$ cat src/logic/i2c_ctl_pkg.sv
// -----------------------------------------------------------------------------
// Shared constants for the I2C master status and control block.
// -----------------------------------------------------------------------------
package i2c_ctl_pkg;

   // ---------------------------------------------------------------------------
   // Register map, byte addresses on the Avalon-MM slave.
   // ---------------------------------------------------------------------------
   localparam logic [3:0] STATUS_CONTROL_ADDR = 4'h0; // i2c_status_control.
   localparam logic [3:0] TX_DATA_ADDR = 4'h4;        // tx_data_register, push side.
   localparam logic [3:0] RX_DATA_ADDR = 4'h8;        // rx_data_register, read clears full.

   // ---------------------------------------------------------------------------
   // Field positions inside i2c_status_control.
   // ---------------------------------------------------------------------------
   localparam int STOP_AFTER_WRITE_BIT = 0;
   localparam int STOP_AFTER_READ_BIT = 1;
   localparam int TX_EMPTY_IRQ_ENABLE_BIT = 2;
   localparam int TX_EMPTY_FLAG_BIT = 3;
   localparam int FAST_SPEED_BIT = 4;
   localparam int BUS_ERROR_BIT = 5;
   localparam int RX_READY_IRQ_ENABLE_BIT = 6;
   localparam int RX_FULL_FLAG_BIT = 7;

   // Field positions inside a transmit command word.
   localparam int CMD_START_BIT = 8; // Issue a start condition before the byte.
   localparam int CMD_READ_BIT = 9;  // Receive a byte instead of sending one.
   localparam int CMD_WIDTH = 10;

   // Values after reset.
   localparam logic [7:0] STATUS_CONTROL_RESET = 8'h08; // Transmitter starts out empty.

   // ---------------------------------------------------------------------------
   // Bus timing: a bit is four quarter periods; least times round up.
   // ---------------------------------------------------------------------------
   localparam int CLK_HZ = 250_000_000;
   localparam int STD_BUS_HZ = 100_000;
   localparam int FAST_BUS_HZ = 400_000;
   localparam int QTR_STD_CYCLES = (CLK_HZ + 4 * STD_BUS_HZ - 1) / (4 * STD_BUS_HZ);
   localparam int QTR_FAST_CYCLES = (CLK_HZ + 4 * FAST_BUS_HZ - 1) / (4 * FAST_BUS_HZ);
   localparam int QTR_CNT_WIDTH = 10;
   localparam logic [3:0] ACK_SLOT = 4'h8; // Ninth clock of a byte carries the acknowledge.

   // Bit engine states.
   typedef enum logic [1:0] {ST_IDLE, ST_START, ST_BIT, ST_STOP} engine_state_t;

endpackage

$ cat src/logic/sync_fifo.sv
`timescale 1ns/1ns
// -----------------------------------------------------------------------------
// Small synchronous FIFO with valid/ready on both sides.
// -----------------------------------------------------------------------------
module sync_fifo #(
   parameter int WIDTH = 10, // Width of one word.
   parameter int DEPTH = 8   // Number of words, a power of two.
) (
   input wire logic sys_clk_i,
   input wire logic sys_rst_i,
   input wire logic [WIDTH-1:0] in_data_i,
   input wire logic in_valid_i,
   output logic in_ready_o,
   output logic [WIDTH-1:0] out_data_o,
   output logic out_valid_o,
   input wire logic out_ready_i
);

   localparam int AW = $clog2(DEPTH);

   logic [WIDTH-1:0] mem_reg [DEPTH]; // Word storage.
   logic [AW-1:0] wr_ptr_reg;         // Next slot to fill.
   logic [AW-1:0] rd_ptr_reg;         // Oldest word.
   logic [AW:0] count_reg;            // Words held, zero to DEPTH.
   logic push;
   logic pop;

   // Full and empty come straight from the count, so they are never optimistic.
   assign in_ready_o = (count_reg != AW'(0) + (AW + 1)'(DEPTH)) ? 1'b1 : 1'b0;
   assign out_valid_o = (count_reg != '0);
   assign out_data_o = mem_reg[rd_ptr_reg];
   assign push = in_valid_i & in_ready_o;
   assign pop = out_valid_o & out_ready_i;

   // ---------------------------------------------------------------------------
   // Storage write; the array has no reset, only the pointers and the count do.
   // ---------------------------------------------------------------------------
   always_ff @(posedge sys_clk_i) begin
      if (push) begin
         mem_reg[wr_ptr_reg] <= in_data_i;
      end
   end

   // Pointer and count bookkeeping.
   always_ff @(posedge sys_clk_i or posedge sys_rst_i) begin
      if (sys_rst_i) begin
         wr_ptr_reg <= '0;
         rd_ptr_reg <= '0;
         count_reg <= '0;
      end else begin
         if (push) begin
            wr_ptr_reg <= wr_ptr_reg + AW'(1);
         end
         if (pop) begin
            rd_ptr_reg <= rd_ptr_reg + AW'(1);
         end
         // Simultaneous push and pop leave the count alone.
         if (push && !pop) begin
            count_reg <= count_reg + (AW + 1)'(1);
         end else if (pop && !push) begin
            count_reg <= count_reg - (AW + 1)'(1);
         end
      end
   end

endmodule // sync_fifo

$ cat src/logic/i2c_master_status_control.sv
`timescale 1ns/1ns
// Function
// [RULE1] Single bus master, no arbitration logic.
// [RULE2] Stop-after-write set: stop follows transmitted byte.
// [RULE3] Stop-after-read set: stop follows received byte.
// [RULE4] Transmit-empty enable gates the interrupt request.
// [RULE5] Status bits: flags, enables, bus error.
// [RULE6] Copy into shift register sets transmit empty.
// [RULE7] New transmit byte clears transmit empty.
// [RULE8] Missing acknowledge sets bus error; write one clears.
// [RULE9] Stop only after the acknowledge bit completes.
module i2c_master_status_control #(
   parameter int FIFO_DEPTH = 8 // Depth of the transmit command queue.
) (
   input wire logic sys_clk_i,
   input wire logic sys_rst_i,
   input wire logic [3:0] avs_address_i,
   input wire logic avs_read_i,
   input wire logic avs_write_i,
   input wire logic [31:0] avs_writedata_i,
   input wire logic [3:0] avs_byteenable_i,
   output logic [31:0] avs_readdata_o,
   output logic avs_waitrequest_o,
   input wire logic scl_i,
   output logic scl_o,
   output logic scl_oe_o,
   input wire logic sda_i,
   output logic sda_o,
   output logic sda_oe_o,
   output logic irq_request_o
);

   // --------------------------------------------------------------------------
   // Declarations.
   // --------------------------------------------------------------------------
   logic [7:0] ctl_reg;           // Status and control bits, flags included.
   logic [7:0] rx_data_reg;       // Last received byte.
   logic [31:0] readdata_reg;     // Registered read answer.
   logic waitrequest_reg;         // High except on the completing cycle.
   logic irq_reg;                 // Registered interrupt request.
   logic scl_oe_reg;              // High while we pull clock low.
   logic sda_oe_reg;              // High while we pull data low.
   logic accept;                  // A bus request completes this edge.
   logic wr_tx;                   // Write request to the transmit command address, low byte enabled.
   logic fifo_in_ready;
   logic fifo_out_valid;
   logic [i2c_ctl_pkg::CMD_WIDTH-1:0] fifo_out_data;
   logic pop;                     // Engine copies the queue head into the shifter.
   i2c_ctl_pkg::engine_state_t state_reg;
   logic [1:0] phase_reg;         // Quarter within the current bit.
   logic [3:0] bit_cnt_reg;       // Bit of the byte, ACK_SLOT is the acknowledge.
   logic [7:0] shift_reg;         // Byte being sent or collected.
   logic read_op_reg;             // Current byte is a receive.
   logic nack_reg;                // Acknowledge slot sampled high.
   logic [i2c_ctl_pkg::QTR_CNT_WIDTH-1:0] qtr_cnt_reg;
   logic tick;                    // One quarter bit has elapsed.
   logic ack_done;                // Last quarter of the acknowledge slot.
   logic want_stop;

   // The open-drain lines only ever pull low, so the data outputs are tied to constant zero.
   assign scl_o = 1'b0;
   assign sda_o = 1'b0;
   assign scl_oe_o = scl_oe_reg;
   assign sda_oe_o = sda_oe_reg;
   assign avs_readdata_o = readdata_reg;
   assign avs_waitrequest_o = waitrequest_reg;
   assign irq_request_o = irq_reg;

   // --------------------------------------------------------------------------
   // Avalon-MM slave. A request is answered one edge after it is seen; a
   // transmit write waits while the queue is full, which stalls software.
   // --------------------------------------------------------------------------
   assign wr_tx = avs_write_i && avs_address_i == i2c_ctl_pkg::TX_DATA_ADDR
      && avs_byteenable_i[0];
   assign accept = (avs_read_i || avs_write_i) && waitrequest_reg
      && !(wr_tx && !fifo_in_ready);

   // Handshake: drop waitrequest for exactly the completing edge.
   always_ff @(posedge sys_clk_i or posedge sys_rst_i) begin
      if (sys_rst_i) begin
         waitrequest_reg <= 1'b1;
      end else begin
         waitrequest_reg <= !accept;
      end
   end

   // Read answer; unmapped addresses read as zero.
   always_ff @(posedge sys_clk_i or posedge sys_rst_i) begin
      if (sys_rst_i) begin
         readdata_reg <= 32'h0;
      end else if (accept && avs_read_i) begin
         case (avs_address_i)
            i2c_ctl_pkg::STATUS_CONTROL_ADDR: readdata_reg <= {24'h0, ctl_reg}; // RULE5
            i2c_ctl_pkg::RX_DATA_ADDR: readdata_reg <= {24'h0, rx_data_reg};
            default: readdata_reg <= 32'h0;
         endcase
      end
   end

   // --------------------------------------------------------------------------
   // Status and control register. Hardware sets win over software clears so
   // that an event landing in the clearing cycle is never lost.
   // --------------------------------------------------------------------------
   always_ff @(posedge sys_clk_i or posedge sys_rst_i) begin
      if (sys_rst_i) begin
         ctl_reg <= i2c_ctl_pkg::STATUS_CONTROL_RESET;
      end else begin
         if (accept && avs_write_i && avs_byteenable_i[0]
            && avs_address_i == i2c_ctl_pkg::STATUS_CONTROL_ADDR) begin
            // Plain read/write fields.
            ctl_reg[i2c_ctl_pkg::STOP_AFTER_WRITE_BIT] <= avs_writedata_i[0];
            ctl_reg[i2c_ctl_pkg::STOP_AFTER_READ_BIT] <= avs_writedata_i[1];
            ctl_reg[i2c_ctl_pkg::TX_EMPTY_IRQ_ENABLE_BIT] <= avs_writedata_i[2];
            ctl_reg[i2c_ctl_pkg::FAST_SPEED_BIT] <= avs_writedata_i[4];
            ctl_reg[i2c_ctl_pkg::RX_READY_IRQ_ENABLE_BIT] <= avs_writedata_i[6];
            // Bus error clears on a written one only.
            if (avs_writedata_i[i2c_ctl_pkg::BUS_ERROR_BIT]) begin
               ctl_reg[i2c_ctl_pkg::BUS_ERROR_BIT] <= 1'b0; // RULE8
            end
         end
         // A new transmit byte means the transmitter is no longer empty.
         if (accept && wr_tx) begin
            ctl_reg[i2c_ctl_pkg::TX_EMPTY_FLAG_BIT] <= 1'b0; // RULE7
         end
         // Reading the receive byte releases the receiver.
         if (accept && avs_read_i && avs_address_i == i2c_ctl_pkg::RX_DATA_ADDR) begin
            ctl_reg[i2c_ctl_pkg::RX_FULL_FLAG_BIT] <= 1'b0;
         end
         // Hardware events, placed last so they take priority.
         if (pop) begin
            ctl_reg[i2c_ctl_pkg::TX_EMPTY_FLAG_BIT] <= 1'b1; // RULE6
         end
         if (ack_done && tick && read_op_reg) begin
            ctl_reg[i2c_ctl_pkg::RX_FULL_FLAG_BIT] <= 1'b1; // RULE5
         end
         if (ack_done && tick && !read_op_reg && nack_reg) begin
            ctl_reg[i2c_ctl_pkg::BUS_ERROR_BIT] <= 1'b1; // RULE8
         end
      end
   end

   // Interrupt request: each flag only counts while its enable is set.
   always_ff @(posedge sys_clk_i or posedge sys_rst_i) begin
      if (sys_rst_i) begin
         irq_reg <= 1'b0;
      end else begin
         irq_reg <= (ctl_reg[i2c_ctl_pkg::TX_EMPTY_FLAG_BIT]
            && ctl_reg[i2c_ctl_pkg::TX_EMPTY_IRQ_ENABLE_BIT]) // RULE4
            || (ctl_reg[i2c_ctl_pkg::RX_FULL_FLAG_BIT]
            && ctl_reg[i2c_ctl_pkg::RX_READY_IRQ_ENABLE_BIT]);
      end
   end

   // --------------------------------------------------------------------------
   // Transmit command queue between software and the shifter.
   // --------------------------------------------------------------------------
   sync_fifo #(
      .WIDTH(i2c_ctl_pkg::CMD_WIDTH),
      .DEPTH(FIFO_DEPTH)
   ) sync_fifo_inst (
      .sys_clk_i(sys_clk_i),
      .sys_rst_i(sys_rst_i),
      .in_data_i(avs_writedata_i[i2c_ctl_pkg::CMD_WIDTH-1:0]),
      .in_valid_i(accept && wr_tx),
      .in_ready_o(fifo_in_ready),
      .out_data_o(fifo_out_data),
      .out_valid_o(fifo_out_valid),
      .out_ready_i(pop)
   );

   // The engine takes the next word only while idle, so a slow bus backs up
   // the queue and eventually holds the Avalon master in waitrequest.
   assign pop = (state_reg == i2c_ctl_pkg::ST_IDLE) && fifo_out_valid;

   // --------------------------------------------------------------------------
   // Quarter-bit timer; speed bit picks standard or fast mode.
   // --------------------------------------------------------------------------
   assign tick = (qtr_cnt_reg == '0);

   always_ff @(posedge sys_clk_i or posedge sys_rst_i) begin
      if (sys_rst_i) begin
         qtr_cnt_reg <= '0;
      end else if (tick || state_reg == i2c_ctl_pkg::ST_IDLE) begin
         qtr_cnt_reg <= ctl_reg[i2c_ctl_pkg::FAST_SPEED_BIT]
            ? i2c_ctl_pkg::QTR_CNT_WIDTH'(i2c_ctl_pkg::QTR_FAST_CYCLES - 1)
            : i2c_ctl_pkg::QTR_CNT_WIDTH'(i2c_ctl_pkg::QTR_STD_CYCLES - 1);
      end else begin
         qtr_cnt_reg <= qtr_cnt_reg - i2c_ctl_pkg::QTR_CNT_WIDTH'(1);
      end
   end

   // --------------------------------------------------------------------------
   // Bit engine. We are the only master: the clock is driven from our own
   // timer and never compared with scl_i, and no arbitration is tracked.
   // --------------------------------------------------------------------------
   assign ack_done = (state_reg == i2c_ctl_pkg::ST_BIT) && (bit_cnt_reg == i2c_ctl_pkg::ACK_SLOT)
      && (phase_reg == 2'd3);
   assign want_stop = read_op_reg ? ctl_reg[i2c_ctl_pkg::STOP_AFTER_READ_BIT] // RULE3
      : ctl_reg[i2c_ctl_pkg::STOP_AFTER_WRITE_BIT] || nack_reg; // RULE2

   always_ff @(posedge sys_clk_i or posedge sys_rst_i) begin
      if (sys_rst_i) begin
         state_reg <= i2c_ctl_pkg::ST_IDLE;
         phase_reg <= 2'd0;
         bit_cnt_reg <= 4'h0;
         shift_reg <= 8'h0;
         read_op_reg <= 1'b0;
         nack_reg <= 1'b0;
         scl_oe_reg <= 1'b0;
         sda_oe_reg <= 1'b0;
         rx_data_reg <= 8'h0;
      end else begin
         case (state_reg)
            i2c_ctl_pkg::ST_IDLE: begin
               // Copy the queue head into the shifter; clock stays where it was.
               if (pop) begin
                  shift_reg <= fifo_out_data[7:0];
                  read_op_reg <= fifo_out_data[i2c_ctl_pkg::CMD_READ_BIT];
                  nack_reg <= 1'b0;
                  bit_cnt_reg <= 4'h0;
                  phase_reg <= 2'd0;
                  state_reg <= fifo_out_data[i2c_ctl_pkg::CMD_START_BIT]
                     ? i2c_ctl_pkg::ST_START : i2c_ctl_pkg::ST_BIT;
               end
            end
            i2c_ctl_pkg::ST_START: begin
               // Release data, release clock, pull data low, then pull clock low.
               if (tick) begin
                  phase_reg <= phase_reg + 2'd1;
                  case (phase_reg)
                     // Data goes up while the clock may still be held low, so a
                     // repeated start never looks like a stop on the wires.
                     2'd0: sda_oe_reg <= 1'b0;
                     2'd1: scl_oe_reg <= 1'b0;
                     2'd2: sda_oe_reg <= 1'b1;
                     default: begin
                        scl_oe_reg <= 1'b1; // RULE1
                        state_reg <= i2c_ctl_pkg::ST_BIT;
                     end
                  endcase
               end
            end
            i2c_ctl_pkg::ST_BIT: begin
               // Data changes in the first quarter, while the clock is low unless a stop or reset left it released.
               if (tick) begin
                  phase_reg <= phase_reg + 2'd1;
                  case (phase_reg)
                     2'd0: begin
                        if (bit_cnt_reg == i2c_ctl_pkg::ACK_SLOT) begin
                           // We acknowledge a received byte unless a stop follows.
                           sda_oe_reg <= read_op_reg
                              && !ctl_reg[i2c_ctl_pkg::STOP_AFTER_READ_BIT];
                        end else begin
                           sda_oe_reg <= !read_op_reg && !shift_reg[7];
                        end
                     end
                     2'd1: scl_oe_reg <= 1'b0;
                     2'd2: begin
                        if (bit_cnt_reg == i2c_ctl_pkg::ACK_SLOT) begin
                           nack_reg <= sda_i;
                        end else begin
                           shift_reg <= {shift_reg[6:0], sda_i};
                        end
                     end
                     default: begin
                        scl_oe_reg <= 1'b1;
                        if (bit_cnt_reg == i2c_ctl_pkg::ACK_SLOT) begin
                           // The acknowledge clock is over; only now may a stop go out.
                           if (read_op_reg) begin
                              rx_data_reg <= shift_reg;
                           end
                           state_reg <= want_stop ? i2c_ctl_pkg::ST_STOP // RULE9
                              : i2c_ctl_pkg::ST_IDLE;
                        end else begin
                           bit_cnt_reg <= bit_cnt_reg + 4'h1;
                        end
                     end
                  endcase
               end
            end
            i2c_ctl_pkg::ST_STOP: begin
               // Pull data low, release clock, then release data.
               if (tick) begin
                  phase_reg <= phase_reg + 2'd1;
                  case (phase_reg)
                     2'd0: sda_oe_reg <= 1'b1;
                     2'd1: scl_oe_reg <= 1'b0;
                     2'd2: sda_oe_reg <= 1'b0;
                     default: state_reg <= i2c_ctl_pkg::ST_IDLE;
                  endcase
               end
            end
            default: state_reg <= i2c_ctl_pkg::ST_IDLE;
         endcase
      end
   end

   // --------------------------------------------------------------------------
   // Assertions.
   // --------------------------------------------------------------------------
   a_data_stable_high: assert property (@(posedge sys_clk_i) disable iff (sys_rst_i) // RULE1
      (state_reg == i2c_ctl_pkg::ST_BIT && !scl_oe_reg && $past(!scl_oe_reg))
      |-> $stable(sda_oe_reg))
      else $error("Data line moved while clock was high.");
   a_stop_after_write: assert property (@(posedge sys_clk_i) disable iff (sys_rst_i) // RULE2
      (ack_done && tick && !read_op_reg && ctl_reg[0]) |=> state_reg == i2c_ctl_pkg::ST_STOP)
      else $error("No stop after transmitted byte.");
   a_no_write_stop: assert property (@(posedge sys_clk_i) disable iff (sys_rst_i) // RULE2
      (ack_done && tick && !read_op_reg && !ctl_reg[0] && !nack_reg)
      |=> state_reg == i2c_ctl_pkg::ST_IDLE)
      else $error("Unexpected stop after transmitted byte.");
   a_stop_after_read: assert property (@(posedge sys_clk_i) disable iff (sys_rst_i) // RULE3
      (ack_done && tick && read_op_reg) |=> (state_reg == i2c_ctl_pkg::ST_STOP) == $past(ctl_reg[1]))
      else $error("Stop after received byte does not follow its enable.");
   a_tx_irq_gate: assert property (@(posedge sys_clk_i) disable iff (sys_rst_i) // RULE4
      (!ctl_reg[2] && !(ctl_reg[7] && ctl_reg[6])) |=> !irq_request_o)
      else $error("Interrupt raised while disabled.");
   a_status_readback: assert property (@(posedge sys_clk_i) disable iff (sys_rst_i) // RULE5
      (accept && avs_read_i && avs_address_i == i2c_ctl_pkg::STATUS_CONTROL_ADDR)
      |=> avs_readdata_o[7:0] == $past(ctl_reg) && !avs_waitrequest_o)
      else $error("Status read returned wrong value.");
   a_tx_empty_set: assert property (@(posedge sys_clk_i) disable iff (sys_rst_i) // RULE6
      pop |=> ctl_reg[3])
      else $error("Transmit empty not set on copy.");
   a_tx_empty_clear: assert property (@(posedge sys_clk_i) disable iff (sys_rst_i) // RULE7
      (accept && wr_tx && !pop) |=> !ctl_reg[3])
      else $error("Transmit empty not cleared by new byte.");
   a_bus_error_set: assert property (@(posedge sys_clk_i) disable iff (sys_rst_i) // RULE8
      (ack_done && tick && !read_op_reg && nack_reg) |=> ctl_reg[5] && state_reg == i2c_ctl_pkg::ST_STOP)
      else $error("Missing acknowledge not reported.");
   a_stop_after_ack: assert property (@(posedge sys_clk_i) disable iff (sys_rst_i) // RULE9
      $rose(state_reg == i2c_ctl_pkg::ST_STOP) |-> $past(bit_cnt_reg) == i2c_ctl_pkg::ACK_SLOT
      && $past(phase_reg) == 2'd3 && scl_oe_reg)
      else $error("Stop began before the acknowledge finished.");

endmodule // i2c_master_status_control

$ cat config.mk
export PLATFORM = sky130hd
export DESIGN_NAME = i2c_master_status_control
export DESIGN_NICKNAME = d
export VERILOG_FILES = /design/src/logic/i2c_ctl_pkg.sv /design/src/logic/sync_fifo.sv /design/src/logic/i2c_master_status_control.sv
export SDC_FILE = /design/constraint.sdc
export NUM_CORES = 1
export LEC_CHECK = 0
export BUFFER_PORTS_ARGS = -buffer_cell sky130_fd_sc_hd__buf_2
export CAP_MARGIN = 20
export CELL_PAD_IN_SITES_DETAIL_PLACEMENT = 0
export CELL_PAD_IN_SITES_GLOBAL_PLACEMENT = 1
export CORE_MARGIN = 3
export CORE_UTILIZATION = 25
export CTS_CLUSTER_SIZE = 16
export DETAILED_ROUTE_END_ITERATION = 7
export MAX_ROUTING_LAYER = met4
export PLACE_DENSITY = 0.47
export SYNTH_ARGS = -nofsm -noshare
export SYNTH_HDL_FRONTEND = slang
export SYNTH_SLANG_ARGS = --single-unit
$ cat constraint.sdc
create_clock -name sys_clk_i -period 6.9 [get_ports sys_clk_i]
set_input_delay 0.345 -clock sys_clk_i [delete_from_list [all_inputs] [get_ports sys_clk_i]]
set_output_delay 0.345 -clock sys_clk_i [all_outputs]
set_load 0.005 [all_outputs]
* Word-level counts from Yosys, hierarchy flattened *
Memories as Yosys holds them, arrays and structs flattened.
Cells that the tools add are included.

storage, ports and cells
  register bits after elaboration = 90
  bits in latches = 0
  memory bits (writable) = 80
  ROM bits = 0
  input bits = 46
  output and inout port bits = 38
  word-level logic and storage cells = 179
  memories kept = 1

memory list
  memory                  words  bits a word  read ports  clocked after Yosys merged registers in  wr ports  RTL line         source
  sync_fifo_inst.mem_reg  8      10           1           0                                        1         sync_fifo.sv:21  logic [WIDTH-1:0] mem_reg [DEPTH];

cells by class
  add/sub/neg operators = 7
  multiply operators = 0
  divide/modulo/power cells = 0
  order comparisons = 0
  equal/unequal tests = 27
  shifts and indexed selects = 0
  multiplexer cells = 58
  bitwise gates (word level) = 3
  reduce and logical (&&, ||, !) cells = 63

operators with widths
  kind                                                    count
  2-to-1 mux 8 bit                                        4
  one-hot mux 8 bit (2 select lines)                      2
  2-to-1 mux 2 bit                                        13
  AND reduction 5 bit                                     5
  logical AND 1 bit                                       24
  2-to-1 mux 4 bit                                        6
  2-to-1 mux 1 bit                                        22
  2-to-1 mux 10 bit                                       2
  inequality test 2 bit (second input constant)           9
  nonzero test 2 bit                                      7
  inequality test 2 x 1 -> 1 bit (second input constant)  6
  zero test 10 bit                                        1
  one-hot mux 1 bit (2 select lines)                      5
  subtractor 10 x 1 -> 10 bit (second input constant)     1
  adder 4 x 1 -> 4 bit (second input constant)            2
  == test 2 bit (second input constant)                   4
  == test 4 bit (second input constant)                   2
  zero test 1 bit                                         8
  one-hot mux 2 bit (4 select lines)                      1
  one-hot mux 4 bit (2 select lines)                      1
  AND reduction 8 bit                                     1
  AND reduction 7 bit                                     1
  adder 3 x 1 -> 3 bit (second input constant)            2
  inequality test 3 bit (second input constant)           2
  17 further kinds                                        27

* Logic depth before layout (Yosys ltp) *
Gate-level depths: netlist (run 1).

  depth in word-level cells = 12
  depth in mapped cells = 12
  gate-level depth less buffers = 10

* Cells and area by module *
A second synthesis (run 1) with hierarchy kept.

second synthesis, totals
  cells, all modules = 470
  area total of the unflattened synthesis = 6836.6 um2

by module, submodules not included
  module                     times used  cells each  area an instance (um2)  seq. area each (um2)
  sync_fifo                  1           178         3718.6                  2652.5
  i2c_master_status_control  1           292         3118.0                  1403.8

* Worst setup path before layout (run 1) *
No wires, ideal clock.

  path kind = reg-to-reg
  start point = register state_reg[0]
  end point = register sync_fifo_inst.count_reg[3]
  library setup time = 0.080 ns
  arrival = 2.719 ns
  required time = 6.820 ns
  path slack = 4.101 ns
  cell stages (with the launch flop) = 13
  buffers on the path = 2
  period minus slack after synthesis = 2.799 ns
  cells stage by stage = dfrtp_1 -> inv_1 -> ha_1 -> clkbuf_1 -> clkbuf_1 -> nand2_1 -> ha_1 -> inv_1 -> ha_1 -> a21o_1 -> a21oi_1 -> mux2i_1 -> xnor2_1

between the ends
  word-level cells in the longest chain between the ends = 6
  elaborated cells on any way between the ends = 8
  classes of those cells = mux: 1; bitwise: 1; reduce/logical: 6

ends and longest elaborated chain
  element                                                        RTL line                          source
  start: declaration                                             i2c_master_status_control.sv:49   i2c_ctl_pkg::engine_state_t state_reg;
  start signal: assignment                                       i2c_master_status_control.sv:203  state_reg <= i2c_ctl_pkg::ST_IDLE;
  start signal: assignment                                       i2c_master_status_control.sv:222  state_reg <= fifo_out_data[i2c_ctl_pkg::CMD_START_BIT]
  start signal: assignment                                       i2c_master_status_control.sv:238  state_reg <= i2c_ctl_pkg::ST_BIT;
  zero test 2 bit (*)                                            i2c_master_status_control.sv:173  assign pop = (state_reg == i2c_ctl_pkg::ST_IDLE) && fifo_out_valid;
  logical AND 1 bit (*)                                          i2c_master_status_control.sv:173
  bitwise AND 1 bit (*)                                          sync_fifo.sv:33                   assign pop = out_valid_o & out_ready_i;
  zero test 1 bit                                                sync_fifo.sv:58                   if (push && !pop) begin
  logical AND 1 bit                                              sync_fifo.sv:58
  2-to-1 mux 4 bit / nonzero test 2 bit (equally long branches)  n/a
  end signal: assignment                                         sync_fifo.sv:59                   count_reg <= count_reg + (AW + 1)'(1);
  end signal: assignment                                         sync_fifo.sv:61                   count_reg <= count_reg - (AW + 1)'(1);
  end: declaration                                               sync_fifo.sv:24                   logic [AW:0] count_reg;

Every way passes the cells marked *; elsewhere a longest branch is shown, timed or not.
A chain may end at the register's enable or synchronous reset.

* Worst setup path after layout (run 1) *
  start point = register sync_fifo_inst.count_reg[0]
  end point = register sync_fifo_inst.count_reg[3]

between the ends
  word-level cells in the longest chain between the ends = 11
  elaborated cells on any way between the ends = 20
  classes of those cells = add/sub: 2; eq/ne: 1; mux: 3; bitwise: 2; reduce/logical: 12

ends and longest elaborated chain
  element                       RTL line                          source
  inequality test 4 bit         sync_fifo.sv:29                   assign in_ready_o = (count_reg != AW'(0) + (AW + 1)'(DEPTH)) ? 1'b1 : 1'b0;
  2-to-1 mux 1 bit              sync_fifo.sv:29
  zero test 1 bit               i2c_master_status_control.sv:76   && !(wr_tx && !fifo_in_ready);
  logical AND 1 bit             i2c_master_status_control.sv:76
  zero test 1 bit               i2c_master_status_control.sv:76
  logical AND 1 bit             i2c_master_status_control.sv:76
  logical AND 1 bit             i2c_master_status_control.sv:164  .in_valid_i(accept && wr_tx),
  bitwise AND 1 bit             sync_fifo.sv:32                   assign push = in_valid_i & in_ready_o;
  zero test 1 bit               sync_fifo.sv:60                   end else if (pop && !push) begin
  logical AND 1 bit             sync_fifo.sv:60
  nonzero test 2 bit (no line)  n/a

Parallel ways exist; a longest one is shown, timed or not. The select of a mux whose other input is x is not followed.

==> results of run 1 <==
==> cell families (layout without fill, tap and decap cells) <==
family,Yosys count,in the layout,share of synthesized area
adder cells (fa/ha/maj),17,17,0.0330
multiplexers,67,67,0.142
other,1,26,0.000561
XOR/XNOR,14,14,0.0184
flip-flops,146,146,0.607
buffers and inverters,61,94,0.0506
AO/OA/AOI/OAI,62,62,0.0665
AND/OR/NAND/NOR,99,99,0.0818
==> stage by stage <==
stage | setup WS [ns] | power (mW) | util | std cells
3_5_place_dp | 3.87 | 2.00 | 0.275 | 828
2_1_floorplan | 4.10 | 1.76 | - | 492
3_3_place_gp | 3.86 | 1.98 | 0.275 | 828
5_1_grt | 3.69 | 3.04 | 0.296 | 860
4_1_cts | 3.85 | 2.89 | 0.296 | 860
6_report | 3.89 | 2.84 | 0.296 | 860
==> area by class of cell <==
type                    instances  area (µm²)  area share
inverters                      17        63.8     0.00825
flip-flops and latches        146        4060       0.524
clock inverters                14         129      0.0167
well taps                     335         419      0.0542
clock buffers                  18         429      0.0555
repair buffers                 45         260      0.0336
multi-input cells             285        2380       0.308
==> power breakdown <==
group          internal, mW  switching (mW)
clock network         0.499           0.382
logic                 0.378           0.424
registers              1.02           0.133
total                  1.90           0.939
==> worst paths after layout <==
| kind | startpoint | endpoint | slack [ns] | cells past startpoint |
|---|---|---|---|---|
| setup / recovery | sync_fifo_inst.count_reg[0]$_DFFE_PP0P_ | sync_fifo_inst.count_reg[3]$_DFFE_PP0P_ | 3.89 | 9 |
| hold / removal | sys_rst_i | sync_fifo_inst.count_reg[0]$_DFFE_PP0P_ | 0.17 | 3 |
| setup reg to reg | sync_fifo_inst.count_reg[0]$_DFFE_PP0P_ | sync_fifo_inst.count_reg[3]$_DFFE_PP0P_ | 3.89 | 9 |
| hold reg to reg | avs_readdata_o[5]$_DFFE_PP0P_ | avs_readdata_o[5]$_DFFE_PP0P_ | 0.50 | 1 |
| max in group asynchronous | sys_rst_i | nack_reg$_DFFE_PP0P_ | 6.14 | 3 |
| min in group sys_clk_i | avs_writedata_i[9] | sync_fifo_inst.mem_reg[2][9]$_DFFE_PP_ | 0.18 | 1 |
==> worst max-delay path: stages (launching register included) <==
cell	delay, ns
dfrtp_1	0.46
or4_1	0.70
nand2_1	0.44
ha_1	0.25
inv_1	0.09
ha_1	0.28
a21o_1	0.17
a21oi_1	0.17
mux2i_1	0.24
xnor2_1	0.14
==> per-layer routing <==
metal  share of wire  track usage  vias up  wire, µm
met2            0.51        0.186       66      7660
met3           0.029       0.0280       18       429
li1                -            -     1794         -
met5               0            -        -         0
met1            0.45        0.140     2043      6660
met4           0.011       0.0349        0       162
==> placed cells by master (no fill, tap or decap), types with 3 or more instances in the layout <==
cell,count
edfxtp_1,80
dfrtp_1,64
mux2_2,33
buf_2,31
conb_1,26
nor2_1,23
mux4_2,19
nand2_1,17
clkbuf_16,17
inv_1,16
ha_1,16
mux2i_1,15
a21oi_1,14
buf_4,14
o21ai_0,12
nor3_1,12
xnor2_1,9
nand2b_1,7
nand3_1,6
nor2b_1,5
xor2_1,5
and2_1,4
o22ai_1,4
clkinvlp_4,4
inv_6,4
or4_1,3
o41ai_1,3
o22a_1,3
clkinv_4,3
==> cells in the mapped netlist, drive strengths merged (3+ instances only) <==
cell type	number
a21oi	14
a31oi	3
and2	4
and3	3
buf	34
clkbuf	10
dfrtp	64
edfxtp	80
ha	16
inv	17
mux2	33
mux2i	15
mux4	19
nand2	17
nand2b	7
nand3	6
nand4	3
nor2	24
nor2b	5
nor3	12
o21ai	12
o22a	3
o22ai	4
o41ai	3
or4	3
xnor2	9
xor2	5
==> qor.log, run 1 <==
qor: cts.cts.reportedPaths.clkPinSlew 0.06 ns
qor: cts.cts_num_sinks 146
qor: synthesis.dominant_synthesized_flop_cell edfxtp_1
qor: sta.worst-slew-pin-transition 1.06 ns
qor: synthesis.synth.cell_area 0.00668 mm²
qor: cts.post_cts_resized 0
qor: worst_setup_path.cp_data_arrival_time 3.36 ns
qor: sta.finalCritPeriodShare 0.437
qor: finish.final_nets 575
qor: finish.final.fill_count 2644
qor: worst_setup_path.type_of_element_capturing_the_critical_path register
qor: worst_setup_path.critical_path.max_fanout 7
qor: global_routing.globalRoute.totalOverflow 0
qor: floorplanning.num_io_pins 84
qor: cts.number_of_buffers_added_for_setup_after_cts 0
qor: cts.maximum_buffer_depth_of_the_clock_tree 2
qor: sta.rsz0062_at_grt no
qor: cts.total_cts_buffers 17
qor: finish.drive_above_1_share 0.263
qor: cts.clock_tree.htree_level_count 4
qor: global_routing.grt_start_max_net_pins 67
qor: synthesis.synth_area_per_cell 14.3 µm²
qor: worst_setup_path.timing.setup.critical_path_class register to register
qor: route.route.antenna.remaining_nets 0
qor: cts.cts_root_buf clkbuf_16
qor: floorplanning.coreArea 0.0261 mm²
qor: synthesis.postSynthRegisterBits 146
qor: sta.finalSetupViolations 0
qor: floorplanning.floorplan_die_area 0.0287 mm²
qor: floorplanning.die-width 169 µm
qor: finish.final_design_area_no_fill 0.00774 mm²
qor: finish.area_delta_synth_final 15.8%
qor: worst_setup_path.required_time_at_the_endpoint_of_the_critical_path 7.25 ns
qor: synthesis.proportion_of_register_bits_with_asynchronous_set_or_reset_after_synthesis 0.452
qor: global_routing.grt_pass1_vias 4041
qor: cts.postCtsHoldBufs 0
qor: global_routing.gr-usage-all-layers 0.114
qor: finish.diode_count 0
qor: sta.totalNegativeSetupSlack 0 ns
qor: sta.max_freq 332 MHz
qor: finish.largest_reg_flops 80
qor: sta.slew-limit-headroom 0.293
qor: floorplanning.num_rows 59
qor: sta.fin_worst_skew 0.0153 ns
qor: cts.worstSkewPairLatency 0.43 ns
qor: sta.worst_hold_slack 0.175 ns
qor: synthesis.synth-edff-count 80
qor: placement.routability_congestion_estimate_from_global_placement 0.712
qor: min_path.hold_class input port to asynchronous set/reset pin
qor: sta.timing.final.crit_period 3.01 ns
qor: worst_setup_path.kind_of_start_point_of_the_critical_path register
qor: synthesis.syn_inst 467
qor: synthesis.synthDominantCellAreaShare 0.360
qor: flow_run.maxCapViolations 0
qor: sta.finalHoldViolCount 0
qor: floorplanning.starting_density_of_the_core 0.256
qor: placement.placement.cell_area 0.00718 mm²
qor: synthesis.synth_top_cells_by_area edfxtp_1 (36%), dfrtp_1 (24%), mux4_2 (6.4%), mux2_2 (5.6%), buf_4 (3.0%)
qor: global_routing.grt_pass1_wl 23.7 mm
qor: synthesis.synth_cell_type_count 66
qor: placement.place.detailed.hpwl 9.71 mm
qor: route.avgRoutedWirePerCell 17.3 µm
qor: synthesis.synth-seq-area-share 0.607
qor: pwr.power_density 367 mW/mm²
qor: route.drt_pre_antenna_iters 4
qor: route.detail_route.iter0.violations 249
qor: pwr.power.ir.vdd_worst 140 µV
qor: synthesis.yosysWarnings 0
qor: global_routing.antenna_violations_before_repair 0
qor: cts.tritoncts yes
qor: route.route.detailed.drc 0
qor: route.via_count 3921
qor: sta.finalMaxSlewViolations 0
qor: synthesis.yosysTopAreaCell edfxtp_1
qor: route.via_per_inst 4.56
qor: placement.io_port_bufs 31
qor: route.wirelength 14.9 mm
qor: status.outcome finished clean
qor: floorplanning.die-height 169 µm
qor: pwr.total_leakage_power 2.98 nW
Power figures use the tool's default switching activity.
==> inputs of run 2 (changes only) <==
- ABC_AREA: unset -> 1
- PLACE_DENSITY: 0.47 -> 0.49
- clock period: 6.9 -> 3 ns (I/O delays scaled with it)
==> qor.log, run 2 <==
qor: status.outcome finished clean
qor: sta.rsz0062_at_grt no
qor: floorplanning.num_io_pins 84 [unchanged]
qor: sta.finalHoldViolCount 0 [unchanged]
qor: synthesis.synth_area_per_cell 9.48 µm² [-34%]
qor: finish.layout_commonest_cell nand2_1
qor: finish.layoutNonFillerInstCount 1170 [+36%]
qor: synthesis.proportion_of_register_bits_with_asynchronous_set_or_reset_after_synthesis 0.452 [unchanged]
qor: finish.final_nets 848 [+47%]
qor: finish.largest_reg_flops 80 [unchanged]
qor: worst_setup_path.type_of_element_capturing_the_critical_path register
qor: global_routing.globalRouteMet2Util 0.183 [-0.00335]
qor: placement.io_port_bufs 31 [unchanged]
qor: global_routing.antenna_violations_before_repair 0 [unchanged]
qor: flow_run.maxCapViolations 0 [unchanged]
qor: sta.slew-limit-headroom 0.444 [+0.151]
qor: synthesis.yosysTopAreaCell edfxtp_1
qor: sta.totalNegativeSetupSlack 0 ns [unchanged]
qor: placement.placement.cell_area 0.00749 mm² [+4.4%]
qor: finish.final.fill_count 2882 [+9.0%]
qor: finish.final_design_area_no_fill 0.00817 mm² [+5.6%]
qor: finish.diode_count 0 [unchanged]
qor: global_routing.grt_pass1_vias 4692 [+16%]
qor: route.wirelength 17.3 mm [+16%]
qor: synthesis.synthDominantCellAreaShare 0.345 [-0.0148]
qor: sta.worst_hold_slack 0.00569 ns [-0.169 ns]
qor: min_path.hold_class input port to register
qor: synthesis.synth.cell_area 0.00697 mm² [+4.3%]
qor: floorplanning.floorplan_die_area 0.0299 mm² [+4.2%]
qor: floorplanning.coreArea 0.0272 mm² [+4.0%]
qor: worst_setup_path.critical_path.max_fanout 7 [unchanged]
qor: floorplanning.starting_density_of_the_core 0.256 [+0.000772]
qor: sta.fin_worst_setup_slack 0.432 ns [-3.46 ns]
qor: worst_setup_path.required_time_at_the_endpoint_of_the_critical_path 3.31 ns [-3.94 ns]
qor: route.via_count 4723 [+20%]
qor: floorplanning.die-height 173 µm [+2.1%]
qor: worst_setup_path.cp_data_arrival_time 2.88 ns [-0.48 ns]
qor: global_routing.grt_start_max_net_pins 42 [-37%]
qor: pwr.power_density 875 mW/mm² [+140%]
qor: route.route.antenna.remaining_nets 0 [unchanged]
qor: finish.area_delta_synth_final 17.3%
qor: cts.cts.reportedPaths.clkPinSlew 0.07 ns [about the same]
qor: floorplanning.num_rows 60 [+1.7%]
qor: sta.finalMaxSlewViolations 0 [unchanged]
qor: synthesis.yosys.cell_count.top_type nand2_1
qor: worst_setup_path.kind_of_start_point_of_the_critical_path register
qor: pwr.power.ir.vdd_worst 377 µV [+170%]
qor: finish.area_of_combinational_cells_with_multiple_inputs 0.00241 mm² [+1.3%]
qor: placement.dp_cells 1132 [+37%]
qor: global_routing.global_route.peak_usage_layer met2
qor: sta.finalSetupViolations 0 [unchanged]
qor: cts.clock_tree.htree_level_count 4 [unchanged]
qor: cts.worstSkewPairLatency 0.43 ns [about the same]
qor: sta.fin_worst_skew 0.0140 ns [-0.00134 ns]
qor: route.route.detailed.drc 0 [unchanged]
qor: route.detail_route.iter0.violations 281 [+13%]
qor: synthesis.postSynthRegisterBits 146 [unchanged]
qor: finish.layout.cells.most_common_list nand2_1 (212), edfxtp_1 (80), nand3_1 (71)
qor: floorplanning.die-width 173 µm [+2.1%]
qor: global_routing.gr-usage-met3 0.0259 [-0.00204]
qor: cts.total_cts_buffers 17 [unchanged]
qor: synthesis.synth_common_cells nand2_1 (212), edfxtp_1 (80), nand3_1 (71)
qor: sta.worst-slew-pin-transition 0.833 ns [-0.227 ns]
qor: placement.detailedPlace.worstSlack 0.399 ns [-3.47 ns]
qor: synthesis.synth-edff-count 80 [unchanged]
qor: global_routing.gr-usage-all-layers 0.122 [+0.00793]
qor: cts.tritoncts yes
qor: route.drt_pre_antenna_iters 4 [unchanged]
qor: global_routing.grt_pass1_wl 27.2 mm [+15%]
qor: pwr.power.total 7.15 mW [+150%]
qor: cts.cts_num_sinks 146 [unchanged]
qor: synthesis.synth-seq-area-share 0.582 [-0.0251]
qor: pwr.total_leakage_power 3.57 nW [+20%]
qor: sta.timing.final.crit_period 2.57 ns [-0.444 ns]
qor: synthesis.synth_top_cells_by_area edfxtp_1 (34%), dfrtp_1 (23%), nand2_1 (11%), nand3_1 (5.1%), inv_1 (3.6%)
qor: synthesis.syn_inst 735 [+57%]
qor: sta.finalCritPeriodShare 0.856 [+0.420]
qor: synthesis.dominant_synthesized_flop_cell edfxtp_1
qor: route.via_per_inst 4.04 [-11%]
qor: cts.maximum_buffer_depth_of_the_clock_tree 2 [unchanged]
qor: route.avgRoutedWirePerCell 14.8 µm [-15%]
qor: global_routing.globalRouteMet1Util 0.166 [+0.0269]
qor: synthesis.synth_cell_type_count 42 [-36%]
qor: finish.layout.area.seq 0.00406 mm² [unchanged]
qor: placement.routability_congestion_estimate_from_global_placement 0.745 [+4.7%]
qor: cts.cts_root_buf clkbuf_16
qor: finish.drive_above_1_share 0.143 [-0.120]
qor: global_routing.globalRoute.totalOverflow 0 [unchanged]
qor: placement.place.detailed.hpwl 11.5 mm [+18%]
qor: worst_setup_path.timing.setup.critical_path_class register to register
qor: sta.max_freq 389 MHz [+17%]
qor: synthesis.yosysWarnings 0 [unchanged]
qor: finish.final_core_utilization 0.301 [+0.00461]
run 2: path summary, 6_finish.rpt:
kind                                                          from                                  endpoint  slack (ns)  cells past startpoint
max                        sync_fifo_inst.count_reg[0]$_DFFE_PP0P_   sync_fifo_inst.count_reg[3]$_DFFE_PP0P_        0.43                     14
min                                                    avs_write_i               avs_waitrequest_o$_DFF_PP1_       0.006                      3
max reg2reg                sync_fifo_inst.count_reg[0]$_DFFE_PP0P_   sync_fifo_inst.count_reg[3]$_DFFE_PP0P_        0.43                     14
min reg2reg                               qtr_cnt_reg[0]$_DFF_PP0_                  qtr_cnt_reg[0]$_DFF_PP0_        0.44                      1
max in group asynchronous                                sys_rst_i  sync_fifo_inst.rd_ptr_reg[1]$_DFFE_PP0P_        1.81                      4
min in group asynchronous                                sys_rst_i                    ctl_reg[2]$_DFFE_PP0P_        0.43                      3
run 2: final cells by class:
type,instances,share of cell area
Clock buffer,17,0.0521
Clock inverter,15,0.0237
Inverter,74,0.0340
Multi-Input combinational cell,492,0.295
Sequential cell,146,0.496
Tap cell,372,0.0570
Timing Repair Buffer,54,0.0419
run 2: worst max-delay path, cell delays in order, from the launching register on:
cell and delay (ns):
dfrtp_1 0.44, nor2_1 0.16, nand2_1 0.09, nor2_1 0.10, nand2_1 0.12, nand3_1 0.20, inv_2 0.11, ha_1 0.19
inv_1 0.14, ha_1 0.29, a21oi_1 0.15, nand2_1 0.07, a21oi_1 0.11, o21ai_0 0.11, xor2_1 0.15
run 2: logic make-up (layout without fill, tap and decap cells):
logic type | after synthesis | count (layout) | share of synthesized area
buffers and inverters | 122 | 160 | 0.0855
other | 1 | 26 | 0.000538
adders and majority gates | 17 | 17 | 0.0316
xor gates and xnor gates | 11 | 11 | 0.0138
muxes | 1 | 1 | 0.00162
AOI/OAI and AO/OA | 73 | 73 | 0.0573
DFF | 146 | 146 | 0.582
and+or+nand+nor | 364 | 364 | 0.228
run 2: what timing repair did:
| action | CTS | global route |
|---|---|---|
| hold buffers | 6 | 0 |
| resized for setup | 0 | 0 |
| hold endpoints to repair | 73 | 0 |
| setup buffers | 0 | 0 |
run 2: routing by layer:
| metal | vias to the layer above | share of wire |
|---|---|---|
| li1 | 2448 | - |
| met1 | 2194 | 0.50 |
| met2 | 72 | 0.45 |
| met3 | 9 | 0.033 |
| met4 | 0 | 0.0087 |
| met5 | - | 0 |
run 2: power by group:
group          internal (mW)  switching, mW
combinational          0.772           1.63
sequential              2.37          0.173
clock                   1.15           1.06
total                   4.29           2.86
